<file path="src/mca_pkg.sv">
// package: constants, operation codes and carriers for the multiplier and central alu datapath
package mca_pkg;

  // ==========================================================================
  // register offsets (byte addresses)
  localparam logic [7:0] OFS_DATA    = 8'h00;
  localparam logic [7:0] OFS_COEF    = 8'h04;
  localparam logic [7:0] OFS_CMD     = 8'h08;
  localparam logic [7:0] OFS_STAT0   = 8'h0c;
  localparam logic [7:0] OFS_STAT1   = 8'h10;
  localparam logic [7:0] OFS_HOLD    = 8'h14;
  localparam logic [7:0] OFS_PROD    = 8'h18;
  localparam logic [7:0] OFS_SUM     = 8'h1c;
  localparam logic [7:0] OFS_STORE   = 8'h20;
  localparam logic [7:0] OFS_SHPROD  = 8'h24;

  // ==========================================================================
  // field positions
  localparam int ST0_SAT_BIT   = 0;
  localparam int ST0_WRAP_BIT  = 1;
  localparam int ST0_ZERO_BIT  = 2;
  localparam int ST0_TEST_BIT  = 3;
  localparam int ST0_TAKEN_BIT = 4;
  localparam int ST0_BUSY_BIT  = 5;
  localparam int ST1_PM_LSB    = 0;
  localparam int ST1_SXM_BIT   = 2;
  localparam int CMD_OP_LSB    = 0;
  localparam int CMD_SHIFT_LSB = 8;
  localparam int IMM_MSB       = 12;

  // ==========================================================================
  // reset values and limits
  localparam logic        RST_SAT  = 1'b0;
  localparam logic        RST_SXM  = 1'b1;
  localparam logic [1:0]  RST_PM   = 2'b00;
  localparam logic [31:0] SAT_POS  = 32'h7fff_ffff;
  localparam logic [31:0] SAT_NEG  = 32'h8000_0000;

  typedef enum logic [1:0] {
    PM_NONE   = 2'b00,
    PM_LEFT1  = 2'b01,
    PM_LEFT4  = 2'b10,
    PM_RIGHT6 = 2'b11
  } mca_pm_e;

  typedef enum logic [4:0] {
    OP_NOP            = 5'b00000,
    OP_LOAD_OPERAND   = 5'b00001,
    OP_LOAD_TAKE_PROD = 5'b00010,
    OP_LOAD_ADD_PROD  = 5'b00011,
    OP_LOAD_SUB_PROD  = 5'b00100,
    OP_LOAD_ADD_MOVE  = 5'b00101,
    OP_SIGNED_MULT    = 5'b00110,
    OP_IMM_MULT       = 5'b00111,
    OP_UNSIGNED_MULT  = 5'b01000,
    OP_MULT_SUM       = 5'b01001,
    OP_MULT_SUM_MOVE  = 5'b01010,
    OP_SQUARE_ADD     = 5'b01011,
    OP_SQUARE_SUB     = 5'b01100,
    OP_STORE_HIGH     = 5'b01101,
    OP_STORE_LOW      = 5'b01110,
    OP_LOAD_PROD_HIGH = 5'b01111,
    OP_LEADING_SHIFT  = 5'b10000,
    OP_LOAD_VAR       = 5'b10001,
    OP_ADD_VAR        = 5'b10010,
    OP_SUB_VAR        = 5'b10011,
    OP_VAR_TEST       = 5'b10100,
    OP_LOAD_SCALED    = 5'b10101,
    OP_ADD_SCALED     = 5'b10110,
    OP_SUB_SCALED     = 5'b10111,
    OP_AND_SCALED     = 5'b11000,
    OP_OR_SCALED      = 5'b11001,
    OP_XOR_SCALED     = 5'b11010,
    OP_BRANCH_WRAP    = 5'b11011,
    OP_BRANCH_ZERO    = 5'b11100,
    OP_JUMP_TO_SUM    = 5'b11101
  } mca_op_e;

  typedef struct packed {
    logic [3:0] shift;
    mca_op_e    op;
  } mca_cmd_s;

  typedef struct packed {
    logic [31:0] value;
    logic        ovf;
  } mca_alu_s;

endpackage

</file>
<file path="src/mca_datapath.sv">
// module: multiplier, product shifter and central alu with a wishbone register port
//
// Added by the designer: the register offsets and register access over Wishbone.
`timescale 1ns/100ps
`default_nettype none

module mca_datapath (
  input  wire logic        clk_i,
  input  wire logic        rst_i,
  input  wire logic        wb_cyc_i,
  input  wire logic        wb_stb_i,
  input  wire logic        wb_we_i,
  input  wire logic [7:0]  wb_adr_i,
  input  wire logic [3:0]  wb_sel_i,
  input  wire logic [31:0] wb_dat_i,
  output logic      [31:0] wb_dat_o,
  output logic             wb_ack_o,
  output logic             wrap_flag_o,
  output logic             zero_condition_o,
  output logic             jump_o,
  output logic      [15:0] jump_addr_o,
  output logic             move_o,
  output logic      [15:0] move_data_o
);

  // ==========================================================================
  // functions
  function automatic logic [31:0] product_shifter(input logic [31:0] p, input logic [1:0] sel);
    case (sel)
      mca_pkg::PM_NONE:   return p;
      mca_pkg::PM_LEFT1:  return {p[30:0], 1'b0};
      mca_pkg::PM_LEFT4:  return {p[27:0], 4'h0};
      mca_pkg::PM_RIGHT6: return {{6{p[31]}}, p[31:6]};
      default:            return p;
    endcase
  endfunction

  function automatic logic [31:0] input_scaler(input logic [15:0] d, input logic [3:0] sh, input logic sx);
    logic [31:0] e;
    e = sx ? {{16{d[15]}}, d} : {16'h0000, d};
    return e << sh;
  endfunction

  function automatic logic [31:0] multiply(input logic [15:0] a, input logic [15:0] b, input logic sgn);
    logic [31:0] x;
    logic [31:0] y;
    x = sgn ? {{16{a[15]}}, a} : {16'h0000, a};
    y = sgn ? {{16{b[15]}}, b} : {16'h0000, b};
    return x * y;
  endfunction

  function automatic mca_pkg::mca_alu_s alu_addsub(input logic [31:0] a, input logic [31:0] b,
                                                   input logic sub, input logic sat);
    logic [31:0]       s;
    mca_pkg::mca_alu_s r;
    s       = sub ? a - b : a + b;
    r.ovf   = sub ? (a[31] != b[31]) && (s[31] != a[31]) : (a[31] == b[31]) && (s[31] != a[31]);
    r.value = (r.ovf && sat) ? (a[31] ? mca_pkg::SAT_NEG : mca_pkg::SAT_POS) : s;
    return r;
  endfunction

  function automatic logic [31:0] wb_merge(input logic [31:0] old, input logic [31:0] nw, input logic [3:0] sel);
    logic [31:0] r;
    r = old;
    for (int i = 0; i < 4; i++) begin
      if (sel[i]) begin
        r[8*i +: 8] = nw[8*i +: 8];
      end
    end
    return r;
  endfunction

  // ==========================================================================
  // state
  logic [15:0]       data_word;
  logic [15:0]       coef_word;
  logic [15:0]       operand_hold_reg;
  logic [31:0]       product_reg;
  logic [31:0]       running_sum_reg;
  logic              saturate_enable;
  logic              wrap_flag;
  logic [1:0]        product_shift_select;
  logic              sign_extend;
  logic              test_flag;
  logic              branch_taken;
  logic [15:0]       store_word;
  logic              imm_busy;
  logic [31:0]       next_sum;
  mca_pkg::mca_alu_s alu_res;
  logic [31:0]       alu_b;
  logic              alu_sub;
  logic              alu_do;

  // ==========================================================================
  // bus decode
  logic              req;
  logic              wr;
  logic              fire;
  mca_pkg::mca_cmd_s cmd;
  logic [31:0]       shp;
  logic [31:0]       scaled_var;
  logic [31:0]       scaled_cmd;
  logic              ovf_event;

  assign req        = wb_cyc_i & wb_stb_i & ~wb_ack_o & ~imm_busy;
  assign wr         = req & wb_we_i;
  assign fire       = wr & (wb_adr_i == mca_pkg::OFS_CMD);
  assign cmd        = mca_pkg::mca_cmd_s'({wb_dat_i[mca_pkg::CMD_SHIFT_LSB +: 4], wb_dat_i[mca_pkg::CMD_OP_LSB +: 5]});
  assign shp        = product_shifter(product_reg, product_shift_select);
  assign scaled_var = input_scaler(data_word, operand_hold_reg[3:0], sign_extend);
  assign scaled_cmd = input_scaler(data_word, cmd.shift, sign_extend);
  assign ovf_event  = fire & alu_do & alu_res.ovf;

  always_ff @(posedge clk_i) begin
    if (rst_i) begin
      wb_ack_o <= 1'b0;
      wb_dat_o <= 32'h0000_0000;
    end else begin
      wb_ack_o <= req;
      if (req) begin
        case (wb_adr_i)
          mca_pkg::OFS_DATA:   wb_dat_o <= {16'h0000, data_word};
          mca_pkg::OFS_COEF:   wb_dat_o <= {16'h0000, coef_word};
          mca_pkg::OFS_STAT0:  wb_dat_o <= {26'h000_0000, imm_busy, branch_taken, test_flag,
                                            zero_condition_o, wrap_flag, saturate_enable};
          mca_pkg::OFS_STAT1:  wb_dat_o <= {29'h0000_0000, sign_extend, product_shift_select};
          mca_pkg::OFS_HOLD:   wb_dat_o <= {16'h0000, operand_hold_reg};
          mca_pkg::OFS_PROD:   wb_dat_o <= product_reg;
          mca_pkg::OFS_SUM:    wb_dat_o <= running_sum_reg;
          mca_pkg::OFS_STORE:  wb_dat_o <= {16'h0000, store_word};
          mca_pkg::OFS_SHPROD: wb_dat_o <= shp;
          default:             wb_dat_o <= 32'h0000_0000;
        endcase
      end
    end
  end

  // ==========================================================================
  // software registers
  always_ff @(posedge clk_i) begin
    if (rst_i) begin
      data_word            <= 16'h0000;
      coef_word            <= 16'h0000;
      saturate_enable      <= mca_pkg::RST_SAT;
      product_shift_select <= mca_pkg::RST_PM;
      sign_extend          <= mca_pkg::RST_SXM;
    end else if (wr) begin
      case (wb_adr_i)
        mca_pkg::OFS_DATA:  data_word <= 16'(wb_merge({16'h0000, data_word}, wb_dat_i, wb_sel_i));
        mca_pkg::OFS_COEF:  coef_word <= 16'(wb_merge({16'h0000, coef_word}, wb_dat_i, wb_sel_i));
        mca_pkg::OFS_STAT0: begin
          if (wb_sel_i[0]) begin
            saturate_enable <= wb_dat_i[mca_pkg::ST0_SAT_BIT];
          end
        end
        mca_pkg::OFS_STAT1: begin
          if (wb_sel_i[0]) begin
            product_shift_select <= wb_dat_i[mca_pkg::ST1_PM_LSB +: 2];
            sign_extend          <= wb_dat_i[mca_pkg::ST1_SXM_BIT];
          end
        end
        default: ;
      endcase
    end
  end

  // ==========================================================================
  // operand hold register
  always_ff @(posedge clk_i) begin
    if (rst_i) begin
      operand_hold_reg <= 16'h0000;
    end else if (wr && wb_adr_i == mca_pkg::OFS_HOLD) begin
      operand_hold_reg <= 16'(wb_merge({16'h0000, operand_hold_reg}, wb_dat_i, wb_sel_i));
    end else if (fire) begin
      case (cmd.op)
        mca_pkg::OP_LOAD_OPERAND, mca_pkg::OP_LOAD_TAKE_PROD, mca_pkg::OP_LOAD_ADD_PROD,
        mca_pkg::OP_LOAD_SUB_PROD, mca_pkg::OP_LOAD_ADD_MOVE, mca_pkg::OP_MULT_SUM,
        mca_pkg::OP_MULT_SUM_MOVE, mca_pkg::OP_SQUARE_ADD, mca_pkg::OP_SQUARE_SUB:
          operand_hold_reg <= data_word;
        default: ;
      endcase
    end
  end

  // ==========================================================================
  // multiplier and product register
  always_ff @(posedge clk_i) begin
    if (rst_i) begin
      product_reg <= 32'h0000_0000;
      imm_busy    <= 1'b0;
    end else if (imm_busy) begin
      imm_busy    <= 1'b0;
      product_reg <= multiply(operand_hold_reg,
                              {{3{coef_word[mca_pkg::IMM_MSB]}}, coef_word[mca_pkg::IMM_MSB:0]}, 1'b1);
    end else if (fire) begin
      case (cmd.op)
        mca_pkg::OP_SIGNED_MULT:    product_reg <= multiply(operand_hold_reg, data_word, 1'b1);
        mca_pkg::OP_UNSIGNED_MULT:  product_reg <= multiply(operand_hold_reg, data_word, 1'b0);
        mca_pkg::OP_IMM_MULT:       imm_busy    <= 1'b1;
        mca_pkg::OP_MULT_SUM,
        mca_pkg::OP_MULT_SUM_MOVE:  product_reg <= multiply(data_word, coef_word, 1'b1);
        mca_pkg::OP_SQUARE_ADD,
        mca_pkg::OP_SQUARE_SUB:     product_reg <= multiply(data_word, data_word, 1'b1);
        mca_pkg::OP_LOAD_PROD_HIGH: product_reg <= {data_word, product_reg[15:0]};
        default: ;
      endcase
    end
  end

  // ==========================================================================
  // central alu operand select
  always_comb begin
    alu_b   = shp;
    alu_sub = 1'b0;
    alu_do  = 1'b0;
    case (cmd.op)
      mca_pkg::OP_LOAD_ADD_PROD, mca_pkg::OP_LOAD_ADD_MOVE, mca_pkg::OP_MULT_SUM,
      mca_pkg::OP_MULT_SUM_MOVE, mca_pkg::OP_SQUARE_ADD: alu_do = 1'b1;
      mca_pkg::OP_LOAD_SUB_PROD, mca_pkg::OP_SQUARE_SUB: begin
        alu_do  = 1'b1;
        alu_sub = 1'b1;
      end
      mca_pkg::OP_ADD_VAR: begin
        alu_do = 1'b1;
        alu_b  = scaled_var;
      end
      mca_pkg::OP_SUB_VAR: begin
        alu_do  = 1'b1;
        alu_sub = 1'b1;
        alu_b   = scaled_var;
      end
      mca_pkg::OP_ADD_SCALED: begin
        alu_do = 1'b1;
        alu_b  = scaled_cmd;
      end
      mca_pkg::OP_SUB_SCALED: begin
        alu_do  = 1'b1;
        alu_sub = 1'b1;
        alu_b   = scaled_cmd;
      end
      default: ;
    endcase
    alu_res = alu_addsub(running_sum_reg, alu_b, alu_sub, saturate_enable);
  end

  always_comb begin
    case (cmd.op)
      mca_pkg::OP_LOAD_TAKE_PROD: next_sum = shp;
      mca_pkg::OP_LOAD_VAR:       next_sum = scaled_var;
      mca_pkg::OP_LOAD_SCALED:    next_sum = scaled_cmd;
      mca_pkg::OP_AND_SCALED:     next_sum = running_sum_reg & scaled_cmd;
      mca_pkg::OP_OR_SCALED:      next_sum = running_sum_reg | scaled_cmd;
      mca_pkg::OP_XOR_SCALED:     next_sum = running_sum_reg ^ scaled_cmd;
      mca_pkg::OP_LEADING_SHIFT:
        next_sum = (running_sum_reg != 32'h0000_0000 && running_sum_reg[31] == running_sum_reg[30]) ?
                   {running_sum_reg[30:0], 1'b0} : running_sum_reg;
      default:                    next_sum = alu_do ? alu_res.value : running_sum_reg;
    endcase
  end

  // ==========================================================================
  // running sum
  always_ff @(posedge clk_i) begin
    if (rst_i) begin
      running_sum_reg <= 32'h0000_0000;
    end else if (wr && wb_adr_i == mca_pkg::OFS_SUM) begin
      running_sum_reg <= wb_merge(running_sum_reg, wb_dat_i, wb_sel_i);
    end else if (fire) begin
      running_sum_reg <= next_sum;
    end
  end

  // ==========================================================================
  // flags and branch conditions
  always_ff @(posedge clk_i) begin
    if (rst_i) begin
      wrap_flag <= 1'b0;
    end else if (ovf_event) begin
      wrap_flag <= 1'b1;
    end else if (fire && cmd.op == mca_pkg::OP_BRANCH_WRAP) begin
      wrap_flag <= 1'b0;
    end else if (wr && wb_adr_i == mca_pkg::OFS_STAT0 && wb_sel_i[0]) begin
      wrap_flag <= wb_dat_i[mca_pkg::ST0_WRAP_BIT];
    end
  end

  always_ff @(posedge clk_i) begin
    if (rst_i) begin
      test_flag    <= 1'b0;
      branch_taken <= 1'b0;
    end else if (fire) begin
      case (cmd.op)
        mca_pkg::OP_VAR_TEST:      test_flag    <= data_word[4'hf - operand_hold_reg[3:0]];
        mca_pkg::OP_LEADING_SHIFT: test_flag    <= running_sum_reg[31] ^ running_sum_reg[30];
        mca_pkg::OP_BRANCH_WRAP:   branch_taken <= wrap_flag;
        mca_pkg::OP_BRANCH_ZERO:   branch_taken <= zero_condition_o;
        default: ;
      endcase
    end
  end

  assign wrap_flag_o      = wrap_flag;
  assign zero_condition_o = (running_sum_reg == 32'h0000_0000);

  // ==========================================================================
  // data bus side effects: stores, sample moves, jumps
  always_ff @(posedge clk_i) begin
    if (rst_i) begin
      store_word  <= 16'h0000;
      move_o      <= 1'b0;
      move_data_o <= 16'h0000;
      jump_o      <= 1'b0;
      jump_addr_o <= 16'h0000;
    end else begin
      move_o <= fire && (cmd.op == mca_pkg::OP_LOAD_ADD_MOVE || cmd.op == mca_pkg::OP_MULT_SUM_MOVE);
      jump_o <= fire && cmd.op == mca_pkg::OP_JUMP_TO_SUM;
      if (fire) begin
        case (cmd.op)
          mca_pkg::OP_STORE_HIGH:    store_word  <= shp[31:16];
          mca_pkg::OP_STORE_LOW:     store_word  <= shp[15:0];
          mca_pkg::OP_LOAD_ADD_MOVE,
          mca_pkg::OP_MULT_SUM_MOVE: move_data_o <= data_word;
          mca_pkg::OP_JUMP_TO_SUM:   jump_addr_o <= running_sum_reg[15:0];
          default: ;
        endcase
      end
    end
  end

  // ==========================================================================
  // assertions
  a_signed_product: assert property (@(posedge clk_i) disable iff (rst_i)
    fire && cmd.op == mca_pkg::OP_SIGNED_MULT |=>
      product_reg == multiply($past(operand_hold_reg), $past(data_word), 1'b1))
    else $error("signed product wrong");
  a_unsigned_product: assert property (@(posedge clk_i) disable iff (rst_i)
    fire && cmd.op == mca_pkg::OP_UNSIGNED_MULT |=>
      product_reg == {16'h0000, $past(operand_hold_reg)} * {16'h0000, $past(data_word)})
    else $error("unsigned product wrong");
  a_imm_two_cycle: assert property (@(posedge clk_i) disable iff (rst_i)
    fire && cmd.op == mca_pkg::OP_IMM_MULT |=> imm_busy ##1 !imm_busy)
    else $error("immediate multiply not two cycles");
  a_square_same: assert property (@(posedge clk_i) disable iff (rst_i)
    fire && cmd.op == mca_pkg::OP_SQUARE_ADD |=>
      product_reg == multiply($past(data_word), $past(data_word), 1'b1))
    else $error("square operands differ");
  a_store_shifted: assert property (@(posedge clk_i) disable iff (rst_i)
    fire && cmd.op == mca_pkg::OP_STORE_HIGH |=> store_word == $past(shp[31:16]) && $stable(product_reg))
    else $error("store high not shifted product");
  a_sat_clamp: assert property (@(posedge clk_i) disable iff (rst_i)
    ovf_event && saturate_enable |=> wrap_flag &&
      (running_sum_reg == mca_pkg::SAT_POS || running_sum_reg == mca_pkg::SAT_NEG))
    else $error("overflow not clamped");
  a_logic_no_wrap: assert property (@(posedge clk_i) disable iff (rst_i)
    fire && (cmd.op == mca_pkg::OP_AND_SCALED || cmd.op == mca_pkg::OP_OR_SCALED ||
             cmd.op == mca_pkg::OP_XOR_SCALED) |=> wrap_flag == $past(wrap_flag))
    else $error("logic op changed overflow flag");
  a_wrap_sticky: assert property (@(posedge clk_i) disable iff (rst_i)
    wrap_flag && !wr |=> wrap_flag)
    else $error("overflow flag dropped");
  a_bit_test_keep: assert property (@(posedge clk_i) disable iff (rst_i)
    fire && cmd.op == mca_pkg::OP_VAR_TEST |=> $stable(running_sum_reg))
    else $error("bit test changed sum");
  a_move_copy: assert property (@(posedge clk_i) disable iff (rst_i)
    fire && cmd.op == mca_pkg::OP_MULT_SUM_MOVE |=> move_o && move_data_o == $past(data_word) ##1 !move_o)
    else $error("sample move missing");

  c_mult_sum: cover property (@(posedge clk_i) disable iff (rst_i) fire && cmd.op == mca_pkg::OP_MULT_SUM);
  c_saturate: cover property (@(posedge clk_i) disable iff (rst_i) ovf_event && saturate_enable);
  c_imm_mult: cover property (@(posedge clk_i) disable iff (rst_i) imm_busy);
  c_jump:     cover property (@(posedge clk_i) disable iff (rst_i) jump_o);

endmodule // mca_datapath

`default_nettype wire

</file>
<file path="config.mk">
export PLATFORM = sky130hd
export DESIGN_NAME = mca_datapath
export DESIGN_NICKNAME = d
export VERILOG_FILES = /design/src/mca_pkg.sv /design/src/mca_datapath.sv
export SDC_FILE = /design/constraint.sdc
export NUM_CORES = 2
export LEC_CHECK = 0
export BUFFER_PORTS_ARGS = -buffer_cell sky130_fd_sc_hd__buf_2
export CORE_ASPECT_RATIO = 2
export CORE_MARGIN = 2
export CORE_UTILIZATION = 57
export DETAILED_ROUTE_END_ITERATION = 12
export HOLD_SLACK_MARGIN = 0.06
export MAX_ROUTING_LAYER = met4
export PLACE_DENSITY_LB_ADDON = 0.3
export SETUP_SLACK_MARGIN = 0.1
export SKIP_CTS_REPAIR_TIMING = 1
export SYNTH_ARGS = -nofsm -noshare
export SYNTH_HDL_FRONTEND = slang
export SYNTH_SLANG_ARGS = --single-unit
export TNS_END_PERCENT = 1
</file>
<file path="constraint.sdc">
create_clock -name clk_i -period 12.31 [get_ports clk_i]
set_clock_uncertainty 0.2 [all_clocks]
set_input_delay 3.693 -clock clk_i [delete_from_list [all_inputs] [get_ports clk_i]]
set_output_delay 3.693 -clock clk_i [all_outputs]
set_load 0.005 [all_outputs]
</file>
### Word level (Yosys, flattened, before mapping)

Index checks and enable logic that the tools add are counted.

* ROM bits: 0
* RAM bits: 0
* bits in latches: 0
* flip-flop bits (word level): 203
* input bits: 49
* memories kept: 0
* logic and storage cells: 193

* div/mod/pow operators: 0
* bitwise logic cells: 14
* shifts and indexed selects: 2
* add/subtract/negate cells: 3
* equal/unequal tests: 53
* muxes and demuxes: 34
* $lt $le $gt $ge: 1
* reductions and logical operators: 55
* multiply operators: 5

Operator list (number)
* 2-to-1 mux 32 bit: 10
* case mux 32 bit (9 select lines): 1
* case mux 32 bit (7 select lines): 1
* case mux 32 bit (5 select lines): 1
* multiplier 16 x 16 -> 32 bit: 4
* case mux 32 bit (4 select lines): 1
* == test 5 bit, second input constant: 14
* case mux 32 bit (2 select lines): 1
* << shifter 32 x 4 -> 32 bit: 2
* 2-to-1 mux 16 bit: 3
* == test 5 x 4 -> 1 bit, second input constant: 8
* adder 32 bit: 1
* bitwise AND 32 bit: 1
* == test 8 x 5 -> 1 bit, second input constant: 4
* zero test 32 bit: 1
* 2-to-1 mux 8 bit: 4
* OR 32 bit: 1
* case mux 16 bit (2 select lines): 1
* nonzero test 32 bit: 1
* subtractor 32 bit: 1
* bitwise XOR 32 bit: 1
* multiplier 16 x 13 -> 29 bit: 1
* AND reduction 3 bit: 9
* == test 5 x 3 -> 1 bit, second input constant: 4
* 35 further kinds: 91

### Depth between registers and ports, before layout

* depth after elaboration: 14
* gate-level depth with buffers: 32
* mapped depth without buffers: 26

### Worst setup path after synthesis

No wires, ideal clock.

* path type: input port to flip-flop
* from: in wb_dat_i[8]
* to: reg running_sum_reg[0]
* arrival time: 8599 ps
* path slack: 3395 ps
* library setup time: 116 ps
* buffers on the path: 3
* stages: 23
* path through: buf_6 > buf_6 > mux4_2 > a2bb2oi_2 > o21ai_0 > o32a_1 > a311oi_2 > nand4b_2 > nor3b_1 > a21oi_1 > xor2_1 > ha_1 > a21o_1 > a21o_1 > a21oi_1 > or2_2 > a31oi_1 > or4_1 > a21oi_1 > o21bai_2 > nor4b_4 > buf_6 > a31o_1

* longest elaborated chain between the ends: 13

Ends and longest elaborated chain
* start: declaration: line mca_datapath.sv:15 `input wire logic [31:0] wb_dat_i,`
* << shifter 32 x 4 -> 32 bit (*): line mca_datapath.sv:41 `return e << sh;`
* case mux 32 bit (2 select lines): line mca_datapath.sv:216 `case (cmd.op)`
* adder 32 bit or subtractor 32 bit (tied branches): line mca_datapath.sv:56 `s = sub ? a - b : a + b;`
* 2-to-1 mux 32 bit: line mca_datapath.sv:56
* != test 1 bit: line mca_datapath.sv:57 `r.ovf = sub ? (a[31] != b[31]) && (s[31] != a[31]) : (a[31] == b[31]) && (s[31] != a[31]);`
* logical AND 1 bit: line mca_datapath.sv:57
* 2-to-1 mux 1 bit: line mca_datapath.sv:57
* logical AND 1 bit: line mca_datapath.sv:58 `r.value = (r.ovf && sat) ? (a[31] ? mca_pkg::SAT_NEG : mca_pkg::SAT_POS) : s;`
* 2-to-1 mux 32 bit: line mca_datapath.sv:58
* 2-to-1 mux 32 bit: line mca_datapath.sv:257 `default: next_sum = alu_do ? alu_res.value : running_sum_reg;`
* case mux 32 bit (7 select lines) (*): line mca_datapath.sv:247 `case (cmd.op)`
* 2-to-1 mux 32 bit (*): line mca_datapath.sv:268 `end else if (fire) begin`
* 2-to-1 mux 32 bit (*): line mca_datapath.sv:266 `end else if (wr && wb_adr_i == mca_pkg::OFS_SUM) begin`
* end signal: assignment: line mca_datapath.sv:267 `running_sum_reg <= wb_merge(running_sum_reg, wb_dat_i, wb_sel_i);`
* end signal: assignment: line mca_datapath.sv:269 `running_sum_reg <= next_sum;`
* end: declaration: line mca_datapath.sv:79 `logic [31:0] running_sum_reg;`

Every way passes the cells marked *; elsewhere a longest branch is shown, timed or not. The select of a mux whose other input is x is not followed.
A chain may end at the register's enable or synchronous reset.

### Final worst setup path

* from: in wb_dat_i[9]
* to: reg running_sum_reg[9]

* longest elaborated chain between the ends: 13

Ends and longest elaborated chain (line)
* << shifter 32 x 4 -> 32 bit: mca_datapath.sv:41
* case mux 32 bit (2 select lines): mca_datapath.sv:216
* adder 32 bit or subtractor 32 bit (tied branches): mca_datapath.sv:56
* 2-to-1 mux 32 bit: mca_datapath.sv:56
* != test 1 bit: mca_datapath.sv:57
* logical AND 1 bit: mca_datapath.sv:57
* 2-to-1 mux 1 bit: mca_datapath.sv:57
* logical AND 1 bit: mca_datapath.sv:58
* 2-to-1 mux 32 bit: mca_datapath.sv:58
* 2-to-1 mux 32 bit: mca_datapath.sv:257
* case mux 32 bit (7 select lines): mca_datapath.sv:247
* 2-to-1 mux 32 bit: mca_datapath.sv:268
* 2-to-1 mux 32 bit (*): mca_datapath.sv:266

Marks and branches as above.

==> results.toml <==
[cells_and_area]
layout_common_cells = "inv_1, fa_1, nand2_1"
layout_commonest_cell = "inv_1"
drive_above_1_share_pct = 7.21
area_delta_synth_final_pct = 5.13
final_cell_area_um2 = 63200
finalNetCount = 8578

[sta]
setup_viol = 0
period_needed_ns = 10.41
grt_setup_unrepaired = "false"
period_share_pct = 84.6
max_freq_mhz = 96.0
maxSlewHeadroom_pct = -3.50
hold_viol = 0
worst_pin_slew_ns = 1.55
slew_viol_final = 21
final.setup.tns_ns = 0

[critical_path]
path_max_fanout = 31
crit_family = "compound AO/OA/AOI/OAI gates"
crit_buf_inv = 3
r2r_start = "data_word[3]"
rr_endpoint = "product_reg[26]"
setup.worst_path.class = "in -> reg"
crit_start = "wb_dat_i[9]"
cp.required_ns = 12.65
start_kind = "input port"
cp_slowest_cell = "a222oi_1"
slowest_delay_ns = 0.74
rrSetupSlack_ns = 3.00
crit_end = "running_sum_reg[9]"
path_cells = "buf_2 -> buf_4 -> mux4_2 -> a222oi_1 -> mux2_2 -> a221o_1 -> nand4b_2 -> nor3b_1 -> a21oi_1 -> xor2_1 -> ha_1 -> a21o_1 -> a21o_1 -> a21oi_1 -> or2_2 -> a31oi_1 -> or4_1 -> a21oi_1 -> o21bai_2 -> nor4b_4 -> buf_4 -> a31o_1"
worstSetupEndpointType = "register"
crit_top_cell = "a21oi_1"
cp_data_arrival_time_ns = 10.75
cp.depth = 22
r2r_cells = 19

[drt]
detail_route.vias_per_cell = 6.55
postRouteAntennaNets = 0
first_iter_violations = 5369
vias = 55000
drc = 0
drt-total-wl_mm = 265
wl_per_cell_um = 31.5
first_pass_iters = 6

[global_route]
antenna_found_initial = 38
global_route.usage.total_pct = 52.9
overflow = 0
grt_max_degree = 89
grt_pass1_wl_mm = 395
grt_pass1_vias = 58100

[floorplanning]
fp-row-count = 168
start_util_pct = 57.4
chipWidth_um = 234
io_pins = 118
die_area_um2 = 108000
core_um2 = 105000
die_h_um = 463

[place]
dpl_cell_area_um2 = 62100
gp_congestion = 1.08
port_buffers = 117
dp_hpwl_mm = 202

[synth]
synth_ff_type = "dfxtp_1"
postSynthCellCount = 7071
yosysUniqueCellTypes = 102
seq_area_frac_synth_pct = 6.76
async_flop_share_pct = 0
yosysWarnings = 0
syn_avg_cell_area_um2 = 8.50
synth_edf_count = 0
syn_nets = 8673
ys_ff_latch = 203
netlist_area_um2 = 60100

[clock_network]
cts_buffers = 24
clockRootBuffer = "clkbuf_16"
clkLatencyLatePin_ns = 0.68
clk_pin_slew_worst_paths_ns = 0.07
htreeDepth = 1
clk_path_buf_depth = 3
cts_num_sinks = 203
cts_tree = "done"

[status]
violations = "max-capacitance violations, max-slew violations"
status = "finished, violations left"

[power]
p_leak_nw = 30.9
max-vdd-ir-drop_uv = 133
powerDensity_nw_per_um2 = 28.4

[min_path]
min_path_type = "reg -> reg"

[flow_run]
maxCapViolCount = 3
==> per-layer routing <==
layer  part of all wire [%]  GRT usage [%]
met5                      0              -
met4                     15           57.7
met3                    9.7           19.3
met2                     47           81.3
met1                     28           47.5
==> area by class of cell <==
cell class              instances  area, um2
diodes                         47        118
flip-flops and latches        203       4090
repair buffers                284       1850
fillers                      9359      41500
inverters                    1383       5190
multi-input cells            5080      49400
clock inverters                15        198
well taps                    1360       1700
clock buffers                  29        639
==> metrics by stage <==
stage	power, mW	instances	hold WS [ns]	setup WS (ns)	utilization (%)
floorplan	0.865	7071	0.248	3.39	-
global placement	0.971	8303	0.235	1.49	59.4
detailed placement	0.969	8304	0.243	1.50	59.4
CTS	1.77	8348	0.250	2.09	60.2
global route	1.83	8391	0.270	1.58	60.3
finish	1.79	8401	0.246	1.90	60.4
==> worst min-delay path by stage <==
stage	startpoint	end	cells past startpoint
2_1_floorplan	jump_addr_o[0]	jump_addr_o[0]	2
3_3_place_gp	jump_addr_o[9]	jump_addr_o[9]	2
3_5_place_dp	jump_addr_o[3]	jump_addr_o[3]	2
4_1_cts	jump_addr_o[3]	jump_addr_o[3]	2
5_1_grt	jump_addr_o[3]	jump_addr_o[3]	2
6_report	jump_addr_o[13]	jump_addr_o[13]	2
==> cell families after synthesis <==
kind of cell / share of synthesized area (%)
AOI/OAI and AO/OA: 12.9
xor gates and xnor gates: 3.06
adders and majority gates: 45.5
buffers and inverters: 11.3
DFF: 6.76
muxes: 4.88
and+or+nand+nor: 15.6
==> Yosys cell counts (all sizes together) (67+ instances only) <==
cell | instances | area [um2]
fa | 1058 | 21200
nand2b | 67 | 419
dfxtp | 203 | 4060
o21ai | 186 | 935
and2 | 372 | 2330
clkbuf | 335 | 1260
ha | 495 | 6190
nand3 | 106 | 531
buf | 70 | 370
a21o | 90 | 676
nand2 | 709 | 2660
a21oi | 320 | 1600
nor3 | 85 | 430
xnor2 | 126 | 1100
nor2 | 396 | 1490
inv | 1380 | 5180
xor2 | 84 | 736
mux2i | 145 | 1460
==> worst register-to-register path, cell delays in order, from the launching register on <==
cell	delay, ns
dfxtp_2	0.58
clkinv_1	1.17
nor2_1	0.50
fa_1	0.61
fa_1	0.91
fa_1	0.53
fa_1	0.52
fa_1	0.51
inv_1	0.06
fa_1	0.48
inv_1	0.04
ha_1	0.34
o21a_1	0.30
o211ai_1	0.18
o21ai_0	0.13
a21oi_1	0.17
xor2_1	0.67
o221ai_1	0.22
a221oi_1	0.85
a2111oi_0	0.16
==> power by group <==
group | internal, mW | switching (mW) | total [mW]
Combinational | 0.0950 | 0.215 | 0.310
Sequential | 0.656 | 0.000524 | 0.657
Clock | 0.442 | 0.385 | 0.827
Total | 1.19 | 0.600 | 1.79
Power figures use the tool's default switching activity.
